### config.mk
export PLATFORM = sky130hd
export DESIGN_NAME = vlms_top
export DESIGN_NICKNAME = d
export VERILOG_FILES = /design/src/hw/vlms_pkg.sv /design/src/hw/vlms_slew_if.sv /design/src/hw/vlms_top.sv /design/src/hw/vlms_flags.sv /design/src/hw/vlms_slew.sv
export VERILOG_INCLUDE_DIRS = /design/src /design/src/hw
export SDC_FILE = /design/constraint.sdc
export NUM_CORES = 1
export LEC_CHECK = 0
export BUFFER_PORTS_ARGS = -buffer_cell sky130_fd_sc_hd__buf_4
export CORE_AREA = 2 2 206 208
export CTS_BUF_LIST = sky130_fd_sc_hd__clkbuf_8
export DETAILED_ROUTE_END_ITERATION = 16
export DIE_AREA = 0 0 208 210
export GPL_TIMING_DRIVEN = 0
export PLACE_DENSITY = 0.72
export SLEW_MARGIN = 20
export SYNTH_ARGS = -nofsm -noshare
export SYNTH_HDL_FRONTEND = slang
export SYNTH_SLANG_ARGS = --single-unit
### constraint.sdc
create_clock -name clock -period 21 [get_ports clock]
set_clock_uncertainty 0.15 [all_clocks]
set_input_delay 0 -clock clock [delete_from_list [all_inputs] [get_ports clock]]
set_output_delay 0 -clock clock [all_outputs]
set_load 0.005 [all_outputs]
### src/hw/vlms_regs.svh
// command codes, field positions, reset values and timing counts of the output-voltage limit block
`ifndef VLMS_REGS_SVH
`define VLMS_REGS_SVH

`define VLMS_CMD_OFFSET      8'h22
`define VLMS_CMD_CEILING     8'h24
`define VLMS_CMD_MARGIN_HI   8'h25
`define VLMS_CMD_MARGIN_LO   8'h26
`define VLMS_CMD_SLEW        8'h27

`define VLMS_MARGIN_LOW      2'h1
`define VLMS_MARGIN_HIGH     2'h2

`define VLMS_SLEW_EXP_MSB    15
`define VLMS_SLEW_EXP_LSB    11
`define VLMS_SLEW_MAN_MSB    10
`define VLMS_SLEW_EXP_RST    5'h1c

// slew limits in 1/1024 mV/us: 0.067 rounded up, 15.933 rounded down
`define VLMS_SLEW_MIN_K      32'h0000_0045
`define VLMS_SLEW_MAX_K      32'h0000_3fbb
`define VLMS_SLEW_K_SHIFT    5'h0a
`define VLMS_SLEW_EXP_LOW    5'h16
`define VLMS_SLEW_EXP_HIGH   5'h04
`define VLMS_RATE_MIN        8'h01
`define VLMS_RATE_MAX        8'hff

`define VLMS_OFFSET_MAX      18'sh0007f

`define VLMS_FLAG_NOTA       0
`define VLMS_FLAG_VOUT       1
`define VLMS_FLAG_MINMAX     2
`define VLMS_FLAG_CML        3
`define VLMS_FLAG_COUNT      4

`define VLMS_US_NS           1000
`define VLMS_CLK_NS          5
`define VLMS_US_CYCLES       (`VLMS_US_NS / `VLMS_CLK_NS)
`define VLMS_LSB_MV16        16'h001f

`endif

### src/hw/vlms_pkg.sv
// types and shared arithmetic of the output-voltage limit block
`include "vlms_regs.svh"

package vlms_pkg;

    typedef logic [15:0]        vlms_word_t;
    typedef logic signed [17:0] vlms_sum_t;

    typedef enum logic [1:0] {
        SL_IDLE = 2'b00,
        SL_UP   = 2'b01,
        SL_DOWN = 2'b11
    } vlms_slew_e;

    // base plus signed offset, wide enough to see both overflow and underflow
    function automatic vlms_sum_t vlms_add_offset(input vlms_word_t base, input vlms_word_t off);
        return $signed({2'b00, base}) + $signed({{2{off[15]}}, off});
    endfunction

    function automatic logic vlms_in_range(input vlms_sum_t v, input vlms_word_t hi);
        return (v >= 18'sh00000) && (v <= $signed({2'b00, hi}));
    endfunction

    // linear-11 slew word scaled to 1/1024 mV/us; unusable exponents and negatives give zero
    function automatic logic [31:0] vlms_slew_k(input vlms_word_t w);
        logic signed [4:0]  e;
        logic [10:0]        m;
        logic [31:0]        r;
        e = w[`VLMS_SLEW_EXP_MSB:`VLMS_SLEW_EXP_LSB];
        m = w[`VLMS_SLEW_MAN_MSB:0];
        r = 32'h0000_0000;
        if (!m[10] && e >= $signed(`VLMS_SLEW_EXP_LOW) && e <= $signed(`VLMS_SLEW_EXP_HIGH)) begin
            r = {21'h000000, m} << 5'(e + $signed(`VLMS_SLEW_K_SHIFT));
        end
        return r;
    endfunction

endpackage

### src/hw/vlms_slew_if.sv
// carrier between target selection and the slew stepper
`timescale 1ns/1ps

interface vlms_slew_if;
    logic [15:0] target_req;
    logic [7:0]  rate16;
    logic        jump;
    logic [15:0] vref;
    logic        busy;

    modport ctrl (output target_req, output rate16, output jump, input vref, input busy);
    modport ramp (input target_req, input rate16, input jump, output vref, output busy);
endinterface

### src/hw/vlms_top.sv
// output-voltage ceiling, margin targets and slew rate command registers with clamping
`timescale 1ns/1ps
`include "vlms_regs.svh"

module vlms_top #(
    parameter logic [15:0] LSB_MV16  = `VLMS_LSB_MV16,
    parameter int          US_CYCLES = `VLMS_US_CYCLES
) (
    input  wire logic        clock,
    input  wire logic        nrst,
    input  wire logic        cmd_valid,
    input  wire logic        cmd_write,
    input  wire logic [7:0]  cmd_code,
    input  wire logic [15:0] cmd_wdata,
    output logic             cmd_ack,
    output logic             cmd_nack,
    output logic      [15:0] cmd_rdata,
    input  wire logic [15:0] nvm_ceiling,
    input  wire logic [15:0] nvm_margin_upper,
    input  wire logic [15:0] nvm_margin_lower,
    input  wire logic [10:0] nvm_slew_mantissa,
    input  wire logic [15:0] nvm_offset,
    input  wire logic [15:0] nominal_target,
    input  wire logic [15:0] output_voltage_floor,
    input  wire logic [15:0] dac_limit,
    input  wire logic [1:0]  margin_field,
    input  wire logic        conv_enable,
    input  wire logic        clear_faults,
    output logic      [15:0] reference_target,
    output logic             ramp_busy,
    output logic             limit_clamp_warning,
    output logic             status_byte_nota,
    output logic             status_word_vout,
    output logic             vout_minmax_warn,
    output logic             cml_invalid_data,
    output logic             alert_active
);
    logic [15:0] output_voltage_ceiling;
    logic [15:0] margin_upper_target;
    logic [15:0] margin_lower_target;
    logic [15:0] target_slew_rate;
    logic [15:0] target_offset;
    logic [17:0] sum_q;
    logic [15:0] ceil_q;
    logic [15:0] floor_q;
    logic        en_q;
    logic [`VLMS_FLAG_COUNT-1:0] flags;

    vlms_slew_if sl ();

    // register port decode
    wire hit_off  = cmd_code == `VLMS_CMD_OFFSET;
    wire hit_ceil = cmd_code == `VLMS_CMD_CEILING;
    wire hit_mh   = cmd_code == `VLMS_CMD_MARGIN_HI;
    wire hit_ml   = cmd_code == `VLMS_CMD_MARGIN_LO;
    wire hit_slew = cmd_code == `VLMS_CMD_SLEW;
    wire hit      = hit_off | hit_ceil | hit_mh | hit_ml | hit_slew;
    wire wr       = cmd_valid & cmd_write;

    // write validity per register
    wire vlms_pkg::vlms_sum_t mh_wsum = vlms_pkg::vlms_add_offset(cmd_wdata, target_offset);
    wire vlms_pkg::vlms_sum_t ml_wsum = vlms_pkg::vlms_add_offset(cmd_wdata, target_offset);
    wire vlms_pkg::vlms_sum_t off_w   = $signed({{2{cmd_wdata[15]}}, cmd_wdata});
    wire [31:0] slew_wk  = vlms_pkg::vlms_slew_k(cmd_wdata);
    wire        ok_mh    = vlms_pkg::vlms_in_range(mh_wsum, output_voltage_ceiling);
    wire        ok_ml    = vlms_pkg::vlms_in_range(ml_wsum, dac_limit);
    wire        ok_slew  = slew_wk >= `VLMS_SLEW_MIN_K && slew_wk <= `VLMS_SLEW_MAX_K;
    wire        ok_off   = off_w >= -`VLMS_OFFSET_MAX && off_w <= `VLMS_OFFSET_MAX;
    wire        wr_ok    = hit_mh ? ok_mh : hit_ml ? ok_ml : hit_slew ? ok_slew : hit_off ? ok_off : 1'b1;
    wire        wr_take  = wr & hit & wr_ok;

    assign cmd_ack  = cmd_valid & hit & (!cmd_write | wr_ok);
    assign cmd_nack = wr & hit & !wr_ok;

    // applied rate in 1/16 mV/us, rounded to nearest; readback keeps the written word
    wire [31:0] slew_k    = vlms_pkg::vlms_slew_k(target_slew_rate);
    wire [31:0] rate_rnd  = (slew_k + 32'h0000_0020) >> 6;
    wire [7:0]  rate_app  = (rate_rnd == 32'h0) ? `VLMS_RATE_MIN :
                            (rate_rnd > 32'h0000_00ff) ? `VLMS_RATE_MAX : rate_rnd[7:0];

    // target selection, offset first, limits last
    wire [15:0] base = (margin_field == `VLMS_MARGIN_HIGH) ? margin_upper_target :
                       (margin_field == `VLMS_MARGIN_LOW)  ? margin_lower_target :
                       nominal_target;
    wire vlms_pkg::vlms_sum_t req_sum = vlms_pkg::vlms_add_offset(base, target_offset);
    wire        dac_caps  = dac_limit < output_voltage_ceiling;
    wire [15:0] top       = dac_caps ? dac_limit : output_voltage_ceiling;
    wire        over_top  = req_sum > $signed({2'b00, top});
    wire        over_ceil = req_sum > $signed({2'b00, output_voltage_ceiling});
    wire        below_flr = req_sum < $signed({2'b00, output_voltage_floor});
    wire [15:0] pick      = below_flr ? output_voltage_floor : over_top ? top : req_sum[15:0];
    // a floor above the ceiling still loses to the ceiling
    wire [15:0] target_req = (pick > output_voltage_ceiling) ? output_voltage_ceiling : pick;
    wire        warn_cond  = (over_ceil & !dac_caps) | below_flr;
    wire        changed    = (req_sum != $signed(sum_q)) | (output_voltage_ceiling != ceil_q) |
                             (output_voltage_floor != floor_q) | !en_q;

    assign limit_clamp_warning = conv_enable & warn_cond & changed;

    assign sl.target_req = target_req;
    assign sl.rate16     = rate_app;
    assign sl.jump       = !conv_enable;
    assign reference_target = sl.vref;
    assign ramp_busy        = sl.busy;

    always_ff @(posedge clock) begin
        if (!nrst) begin
            sum_q   <= 18'h00000;
            ceil_q  <= 16'h0000;
            floor_q <= 16'h0000;
            en_q    <= 1'b0;
        end else begin
            sum_q   <= req_sum;
            ceil_q  <= output_voltage_ceiling;
            floor_q <= output_voltage_floor;
            en_q    <= conv_enable;
        end
    end

    // nvm defaults are sampled while reset is held, which is safe as reset is synchronous
    always_ff @(posedge clock) begin
        if (!nrst) begin
            output_voltage_ceiling <= nvm_ceiling;
            margin_upper_target    <= nvm_margin_upper;
            margin_lower_target    <= nvm_margin_lower;
            target_slew_rate       <= {`VLMS_SLEW_EXP_RST, nvm_slew_mantissa};
            target_offset          <= nvm_offset;
        end else if (wr_take) begin
            if (hit_ceil) output_voltage_ceiling <= cmd_wdata;
            if (hit_mh) margin_upper_target <= cmd_wdata;
            if (hit_ml) margin_lower_target <= cmd_wdata;
            if (hit_slew) target_slew_rate <= cmd_wdata;
            if (hit_off) target_offset <= cmd_wdata;
        end
    end

    wire [15:0] rd_sel = hit_ceil ? output_voltage_ceiling : hit_mh ? margin_upper_target :
                         hit_ml ? margin_lower_target : hit_slew ? target_slew_rate :
                         hit_off ? target_offset : 16'h0000;

    always_ff @(posedge clock) begin
        if (!nrst) begin
            cmd_rdata <= 16'h0000;
        end else if (cmd_valid && !cmd_write) begin
            cmd_rdata <= rd_sel;
        end
    end

    wire [`VLMS_FLAG_COUNT-1:0] flag_set = {cmd_nack, limit_clamp_warning, limit_clamp_warning,
                                            limit_clamp_warning};

    vlms_flags #(.N(`VLMS_FLAG_COUNT)) u_flags (
        .clock (clock),
        .nrst  (nrst),
        .set   (flag_set),
        .clr   (clear_faults),
        .flags (flags)
    );

    assign status_byte_nota = flags[`VLMS_FLAG_NOTA];
    assign status_word_vout = flags[`VLMS_FLAG_VOUT];
    assign vout_minmax_warn = flags[`VLMS_FLAG_MINMAX];
    assign cml_invalid_data = flags[`VLMS_FLAG_CML];
    assign alert_active     = |flags;

    vlms_slew #(.LSB_MV16(LSB_MV16), .US_CYCLES(US_CYCLES)) u_slew (
        .clock (clock),
        .nrst  (nrst),
        .sl    (sl.ramp)
    );

    // checks
    wire vlms_pkg::vlms_sum_t mh_sum = vlms_pkg::vlms_add_offset(margin_upper_target, target_offset);
    wire vlms_pkg::vlms_sum_t ml_sum = vlms_pkg::vlms_add_offset(margin_lower_target, target_offset);
endmodule

### src/hw/vlms_flags.sv
// sticky status flags, set wins over clear
`timescale 1ns/1ps

module vlms_flags #(
    parameter int N = 4
) (
    input  wire logic         clock,
    input  wire logic         nrst,
    input  wire logic [N-1:0] set,
    input  wire logic         clr,
    output logic      [N-1:0] flags
);
    always_ff @(posedge clock) begin
        if (!nrst) begin
            flags <= '0;
        end else begin
            flags <= (flags & ~{N{clr}}) | set;
        end
    end
endmodule

### src/hw/vlms_slew.sv
// reference stepper: moves toward the requested target at the programmed rate
`timescale 1ns/1ps
`include "vlms_regs.svh"

module vlms_slew #(
    parameter logic [15:0] LSB_MV16  = `VLMS_LSB_MV16,
    parameter int          US_CYCLES = `VLMS_US_CYCLES
) (
    input  wire logic clock,
    input  wire logic nrst,
    vlms_slew_if.ramp sl
);
    localparam int TW = (US_CYCLES > 1) ? $clog2(US_CYCLES) : 1;

    logic [TW-1:0]        tick_cnt;
    logic [15:0]          acc;
    vlms_pkg::vlms_slew_e state;
    vlms_pkg::vlms_slew_e next_state;

    wire        tick    = tick_cnt == TW'(US_CYCLES - 1);
    wire [15:0] acc_sum = acc + {8'h00, sl.rate16};
    // residue carries sub-lsb motion into the next microsecond so slow rates still move
    wire [15:0] steps   = acc_sum / LSB_MV16;
    wire [15:0] acc_rem = acc_sum % LSB_MV16;
    wire        go_up   = sl.target_req > sl.vref;
    wire        go_dn   = sl.target_req < sl.vref;
    wire [15:0] gap_up  = sl.target_req - sl.vref;
    wire [15:0] gap_dn  = sl.vref - sl.target_req;

    assign sl.busy = state != vlms_pkg::SL_IDLE;

    always_comb begin
        next_state = state;
        case (state)
            vlms_pkg::SL_IDLE: begin
                if (go_up) next_state = vlms_pkg::SL_UP;
                else if (go_dn) next_state = vlms_pkg::SL_DOWN;
            end
            vlms_pkg::SL_UP:   if (!go_up) next_state = vlms_pkg::SL_IDLE;
            vlms_pkg::SL_DOWN: if (!go_dn) next_state = vlms_pkg::SL_IDLE;
            default:           next_state = vlms_pkg::SL_IDLE;
        endcase
        if (sl.jump) next_state = vlms_pkg::SL_IDLE;
    end

    always_ff @(posedge clock) begin
        if (!nrst) begin
            tick_cnt <= '0;
        end else begin
            tick_cnt <= tick ? '0 : tick_cnt + 1'b1;
        end
    end

    always_ff @(posedge clock) begin
        if (!nrst) begin
            state   <= vlms_pkg::SL_IDLE;
            acc     <= 16'h0000;
            sl.vref <= 16'h0000;
        end else begin
            state <= next_state;
            if (sl.jump) begin
                sl.vref <= sl.target_req;
                acc     <= 16'h0000;
            end else if (tick && state == vlms_pkg::SL_UP && go_up) begin
                sl.vref <= (steps >= gap_up) ? sl.target_req : sl.vref + steps;
                acc     <= acc_rem;
            end else if (tick && state == vlms_pkg::SL_DOWN && go_dn) begin
                sl.vref <= (steps >= gap_dn) ? sl.target_req : sl.vref - steps;
                acc     <= acc_rem;
            end else if (state == vlms_pkg::SL_IDLE) begin
                acc <= 16'h0000;
            end
        end
    end
endmodule

=== After elaboration in Yosys (flattened, before gate mapping) ===
Cells that the tools add are included.
W data, S select, Z words.

* Bits in registers: 193
* Bits in latches: 0
* Memory bits (writable): 0
* Bits in read-only memories: 0
* Input port bits: 155
* Output and inout bits: 41
* Word-level logic and storage cells: 177
* Memories kept: 0

* Add/sub/neg operators: 11
* Multipliers: 0
* Div/mod/pow operators: 2
* Magnitude comparators: 21
* Equality and inequality tests: 23
* Shifts and indexed selects: 2
* Multiplexer cells: 47
* Bitwise logic cells: 22
* Reductions and logical operators: 33

{| class="wikitable"
|+ Operator list
! operator !! number
|-
| $mux W16 || 31
|-
| $mux W32 || 2
|-
| $shl A11 B5 Y32 || 2
|-
| $sub A16 B16 Y16 || 3
|-
| $eq A8 B6 Y1 const B || 5
|-
| $add A17 B16 Y18 || 2
|-
| $gt A18 B17 Y1 || 2
|-
| $le A18 B17 Y1 || 2
|-
| $mux W11 || 3
|-
| $add A32 B6 Y32 const B || 1
|-
| $ge A16 B16 Y1 || 2
|-
| $ge A32 B7 Y1 const B || 1
|-
| $gt A16 B16 Y1 || 2
|-
| $le A32 B14 Y1 const B || 1
|-
| $logic_not A32 Y1 || 1
|-
| $lt A16 B16 Y1 || 2
|-
| $ne A16 B16 Y1 || 2
|-
| $gt A26 B8 Y1 const B || 1
|-
| $ge A18 B1 Y1 const B || 1
|-
| $lt A18 B17 Y1 || 1
|-
| $ne A18 B18 Y1 || 1
|-
| $add A16 B16 Y16 || 1
|-
| $add A16 B8 Y16 || 1
|-
| $div A16 B5 Y16 const B || 1
|-
| other kinds (32) || 90
|}

=== Logic depth before layout (Yosys ltp) ===
* Depth after elaboration: 15
* Depth in mapped cells: 87
* Gate-level depth less buffers: 84

=== Cells and area by module ===
A second synthesis with hierarchy kept.

* Cells, all modules: 2736
* Area, all modules: 21575.7 µm²

{| class="wikitable"
|+ By module, submodules not included
! module !! instances !! cells an instance !! area an instance (µm²) !! seq. area each (µm²)
|-
| vlms_top || 1 || 1674 || 13689.4 || 3693.5
|-
| vlms_slew || 1 || 1050 || 7751.2 || 840.8
|-
| vlms_flags || 1 || 12 || 135.1 || 80.1
|}

=== Worst setup path before layout ===
OpenSTA, ideal clock, no wires.

* Kind: register -> register
* Start point: reg target_slew_rate[12]
* End point: reg u_slew.sl.vref[13]
* Library setup time: 128 ps
* Data arrival time: 14484 ps
* Required time: 20722 ps
* Setup slack: 6238 ps
* Stages on the path, launching flop included: 77
* Path buffers: 8
* Clock period less this slack: 14762 ps
* Cell sequence: dfxtp_1 -> clkbuf_1 -> clkbuf_1 -> inv_1 -> ha_1 -> clkbuf_1 -> clkbuf_1 -> mux2i_1 -> nor2_1 -> a31oi_1 -> or4b_2 -> o22ai_1 -> a31oi_1 -> nor3_1 -> nand2_1 -> ha_1 -> fa_1 -> a211oi_2 -> [41 not listed] -> nor2b_1 -> o21ai_0 -> nand2b_1 -> a21oi_1 -> nor2b_1 -> o21ai_0 -> nand2b_1 -> a21oi_1 -> or4_1 -> nand2b_1 -> clkbuf_1 -> inv_1 -> clkbuf_1 -> a22oi_1 -> o21ai_0 -> o311ai_0 -> nand2_1 -> a21oi_1

* Cells in the longest elaborated chain, start to end: 15
* Elaborated cells on any way between the ends: 23
* Those cells by class: add/sub (5); div (1); order compare (5); shift (1); mux (8); reduce/logical (3)

{| class="wikitable"
|+ RTL lines
! item !! line !! RTL
|-
| start, declared || vlms_top.sv:41 || <nowiki>logic [15:0] target_slew_rate;</nowiki>
|-
| start signal, assigned || vlms_top.sv:126 || <nowiki>target_slew_rate <= {`VLMS_SLEW_EXP_RST, nvm_slew_mantissa};</nowiki>
|-
| start signal, assigned || vlms_top.sv:132 || <nowiki>if (hit_slew) target_slew_rate <= cmd_wdata;</nowiki>
|-
| parallel branches: the longest is 3 deep, another holds $add A5 B5 Y5 || -- ||
|-
| $mux W32 (*) || vlms_pkg.sv:32 || <nowiki>if (!m[10] && e >= $signed(`VLMS_SLEW_EXP_LOW) && e <= $signed(`VLMS_SLEW_EXP_HIGH)) begin</nowiki>
|-
| $add A32 B6 Y32 (*) || vlms_top.sv:77 || <nowiki>wire [31:0] rate_rnd = (slew_k + 32'h0000_0020) >> 6;</nowiki>
|-
| $gt A26 B8 Y1 || vlms_top.sv:79 || <nowiki>(rate_rnd > 32'h0000_00ff) ? `VLMS_RATE_MAX : rate_rnd[7:0];</nowiki>
|-
| $mux W8 || vlms_top.sv:79 ||
|-
| $mux W8 (*) || vlms_top.sv:78 || <nowiki>wire [7:0] rate_app = (rate_rnd == 32'h0) ? `VLMS_RATE_MIN :</nowiki>
|-
| $add A16 B8 Y16 (*) || vlms_slew.sv:21 || <nowiki>wire [15:0] acc_sum = acc + {8'h00, sl.rate16};</nowiki>
|-
| $div A16 B5 Y16 (*) || vlms_slew.sv:23 || <nowiki>wire [15:0] steps = acc_sum / LSB_MV16;</nowiki>
|-
| $sub A16 B16 Y16 or $ge A16 B16 Y1 (tied branches) || vlms_slew.sv:68 || <nowiki>sl.vref <= (steps >= gap_dn) ? sl.target_req : sl.vref - steps;</nowiki>
|-
| $mux W16 || vlms_slew.sv:68 ||
|-
| $mux W16 || vlms_slew.sv:67 || <nowiki>end else if (tick && state == vlms_pkg::SL_DOWN && go_dn) begin</nowiki>
|-
| $mux W16 (*) || vlms_slew.sv:64 || <nowiki>end else if (tick && state == vlms_pkg::SL_UP && go_up) begin</nowiki>
|-
| $mux W16 (*) || vlms_slew.sv:61 || <nowiki>if (sl.jump) begin</nowiki>
|-
| end signal, assigned || vlms_slew.sv:62 || <nowiki>sl.vref <= sl.target_req;</nowiki>
|-
| end signal, assigned || vlms_slew.sv:65 || <nowiki>sl.vref <= (steps >= gap_up) ? sl.target_req : sl.vref + steps;</nowiki>
|-
| end signal, assigned || vlms_slew.sv:68 ||
|-
| end, declared || vlms_slew_if.sv:12 || <nowiki>modport ramp (input target_req, input rate16, input jump, output vref, output busy);</nowiki>
|}

Mark *: on every way between the ends. The select of a mux whose other input is x is not followed.
A chain may end at the register's enable or synchronous reset.

=== Worst setup path after layout ===
* Start point: reg target_slew_rate[12]
* End point: reg u_slew.sl.vref[12]

Same word-level chain as after synthesis.

==> summary.md <==
| Metric | Value |
|---|---|
| Vias in the first global route | `20600` |
| Post-place setup slack | `3.21 ns` |
| Antenna viol nets, final | `0` |
| Die W | `208 um` |
| DIE AREA | `43700 um^2` |
| Area Growth Syn to Fin | `20.5%` |
| Via count | `21200` |
| CP max stage delay | `0.55 ns` |
| CP Class | `reg2reg` |
| Ys async rst share | `0%` |
| Worst rel slew slack | `13.2%` |
| RSZ-0062 raised after global routing | `false` |
| Post-CTS Setup Bufs | `0` |
| Register area share after synthesis | `22.6%` |
| Multi-input gate area | `14500 um^2` |
| Initial Util | `49.2%` |
| Overflow after GRT | `0` |
| Synth warn | `0` |
| Pin count of the biggest net entering global routing | `24` |
| HP Class | `in2reg` |
| Main flop type after synthesis | `dfxtp_1` |
| Area share of the largest cell type after synthesis | `14.8%` |
| Nets | `3331` |
| TritonCTS clock tree | `done` |
| Syn nets | `2958` |
| Initial drt markers | `2319` |
| Mean Syn Cell Area | `7.99 um^2` |
| Clock latency on the worst-skew pair | `0.55 ns` |
| DP Wirelength | `58.8 mm` |
| Hold slack | `0.0460 ns` |
| Final setup violation count | `0` |
| Post-synth top cells | `ha_1, inv_1, nor2_1, o21ai_0, a21oi_1` |
| Number of flops mapped to enable cells by yosys | `75` |
| Clk sinks | `193` |
| Drt drc | `0` |
| Max Transition Viols Final | `0` |
| Max cap viols | `0` |
| CP most frequent cell | `clkbuf_1` |
| Vias/cell | `6.08` |
| H-tree levels | `4` |
| Cts bufs inserted | `17` |
| Hold Vio Cnt, Final | `0` |
| Max frequency | `54.9 MHz` |
| Count leader, synth | `ha_1` |
| Maximum fanout along the worst path | `10` |
| Final setup TNS | `0 ns` |
| Tot Pwr | `1.91 mW` |
| Power density over cell area | `77.5 nW/um^2` |
| Fillcell total | `3761` |
| Worst IR Drop VDD | `52.3 uV` |
| Core area | `41500 um^2` |
| DIE HEIGHT | `210 um` |
| I/O pins | `196` |
| CP startpoint kind | `flop` |
| Crit-path slowest cell | `nor3_1` |
| Mapped Area | `20400 um^2` |
| Leak Pwr | `10.9 nW` |
| I/O Buffers | `194` |
| Synth top area cells | `ha_1, dfxtp_1, edfxtp_1` |
| Share of cells above drive strength 1 | `11.6%` |
| Worst endpoint required time | `21.25 ns` |
| Yosys cell types | `109` |
| Reg area | `4610 um^2` |
| Worst Tran Pin Value | `1.29 ns` |
| Status | `completed` |
| Total GRT Usage | `33.2%` |
| Clock Tree Buf Depth | `2` |
| Root Buffer | `clkbuf_8` |
| #FFs+latches synth | `193` |
| Data arrival at the endpoint of the critical path | `18.46 ns` |
| Avg WL per Cell | `21.4 um` |
| Clock transition at the registers of the reported paths | `0.14 ns` |
| Drt total wl | `74.7 mm` |
| GPL Wtd Cong | `1.02` |
| Initial DRT Pass Iterations | `6` |
| Final Cycle Share | `86.7%` |
| # rows | `75` |
| PnR worst setup slack | `2.80 ns` |
| Initial antenna violation count | `0` |
| Cells after Synth | `2555` |
| CP Capture Type | `flop` |
| First-pass GRT wire length | `114 mm` |
| Crit path time final | `18.20 ns` |
| Leading area contributor after synthesis | `ha_1` |
-- logic make-up after synthesis --
group	share of synthesized area, %
AND/OR/NAND/NOR	17.6
flip-flops	22.6
adder cells (fa/ha/maj)	15.5
multiplexers	5.85
buffers and inverters	6.40
AO/OA/AOI/OAI	25.7
XOR/XNOR	6.34
-- cells in the final DEF (no fill, tap or decap), types with 71 or more instances in the layout --
master and instances:
clkbuf_1 76, dfxtp_1 118, a21oi_1 197, nand2b_1 71, inv_1 240, o21ai_0 196, dlygate4sd3_1 158, xnor2_1 97
nor2_1 219, ha_1 241, mux2i_1 80, edfxtp_1 75, buf_4 196, nand2_1 166
-- timing repair --
item	4_1_cts	5_1_grt
setup endpoints to repair	0	0
endpoints found under the hold margin	123	0
hold buffers	158	0
gates resized for setup	0	0
-- worst max-delay path, delay by kind of cell, from the launching register on --
family	cells	cell delay, ns
buffers and inverters	13	3.26
adder cells (fa/ha/maj)	7	2.10
AO/OA/AOI/OAI	30	7.25
XOR/XNOR	2	0.61
multiplexers	1	0.14
flip-flops	1	0.36
AND/OR/NAND/NOR	23	4.16
-- sequential cells by signal, summed over array words and instances, names as in the netlist --
signal                  cells
ceil_q                     16
u_flags.flags               4
u_slew.sl.vref             16
en_q                        1
output_voltage_ceiling     16
u_slew.acc                 16
target_slew_rate           16
cmd_rdata                  16
margin_lower_target        16
margin_upper_target        16
target_offset              16
u_slew.state                2
u_slew.tick_cnt             8
sum_q                      18
floor_q                    16
-- worst paths after layout --
check	startpoint	endpoint	slack [ns]	depth (start not counted)
worst min-delay path	cmd_wdata[1]	target_offset[1]	0.05	3
worst min register to register	u_slew.tick_cnt[0]	u_slew.tick_cnt[0]	0.30	1
worst max register to register	target_slew_rate[12]	u_slew.sl.vref[12]	2.80	76
worst max-delay path	target_slew_rate[12]	u_slew.sl.vref[12]	2.80	76
-- layer usage --
layer  vias up  share of wire [%]  GRT usage, %
li1       9985                  -             -
met1      9893                 40          40.2
met2      1061                 46          55.7
met3       218                7.4          5.41
met4         0                6.6          20.3
met5         -                  0             0
-- area by class of cell --
cell class | count | area share, %
Inverter | 245 | 3.76
Buffer | 95 | 1.56
Multi-Input combinational cell | 2022 | 59.0
Timing Repair Buffer | 354 | 12.4
Clock buffer | 17 | 0.951
Sequential cell | 193 | 18.8
Antenna cell | 1 | 0.0102
Clock inverter | 15 | 0.824
Tap cell | 539 | 2.74
-- power breakdown --
group          switching [mW]  internal (mW)  total (mW)  leakage (nW)
clock                   0.178         0.0959       0.274         0.214
combinational           0.665          0.491        1.16          8.98
sequential             0.0489          0.427       0.476          1.70
-- metrics by stage --
step	area, um^2	utilization [%]	cells
after floorplan	20400	-	2555
final	24600	59.3	3481
after detailed placement	22600	54.4	3290
after CTS	24600	59.3	3480
after global placement	22500	54.4	3288
after global routing	24600	59.3	3480
No activity file was read; power rests on OpenSTA's default activity.
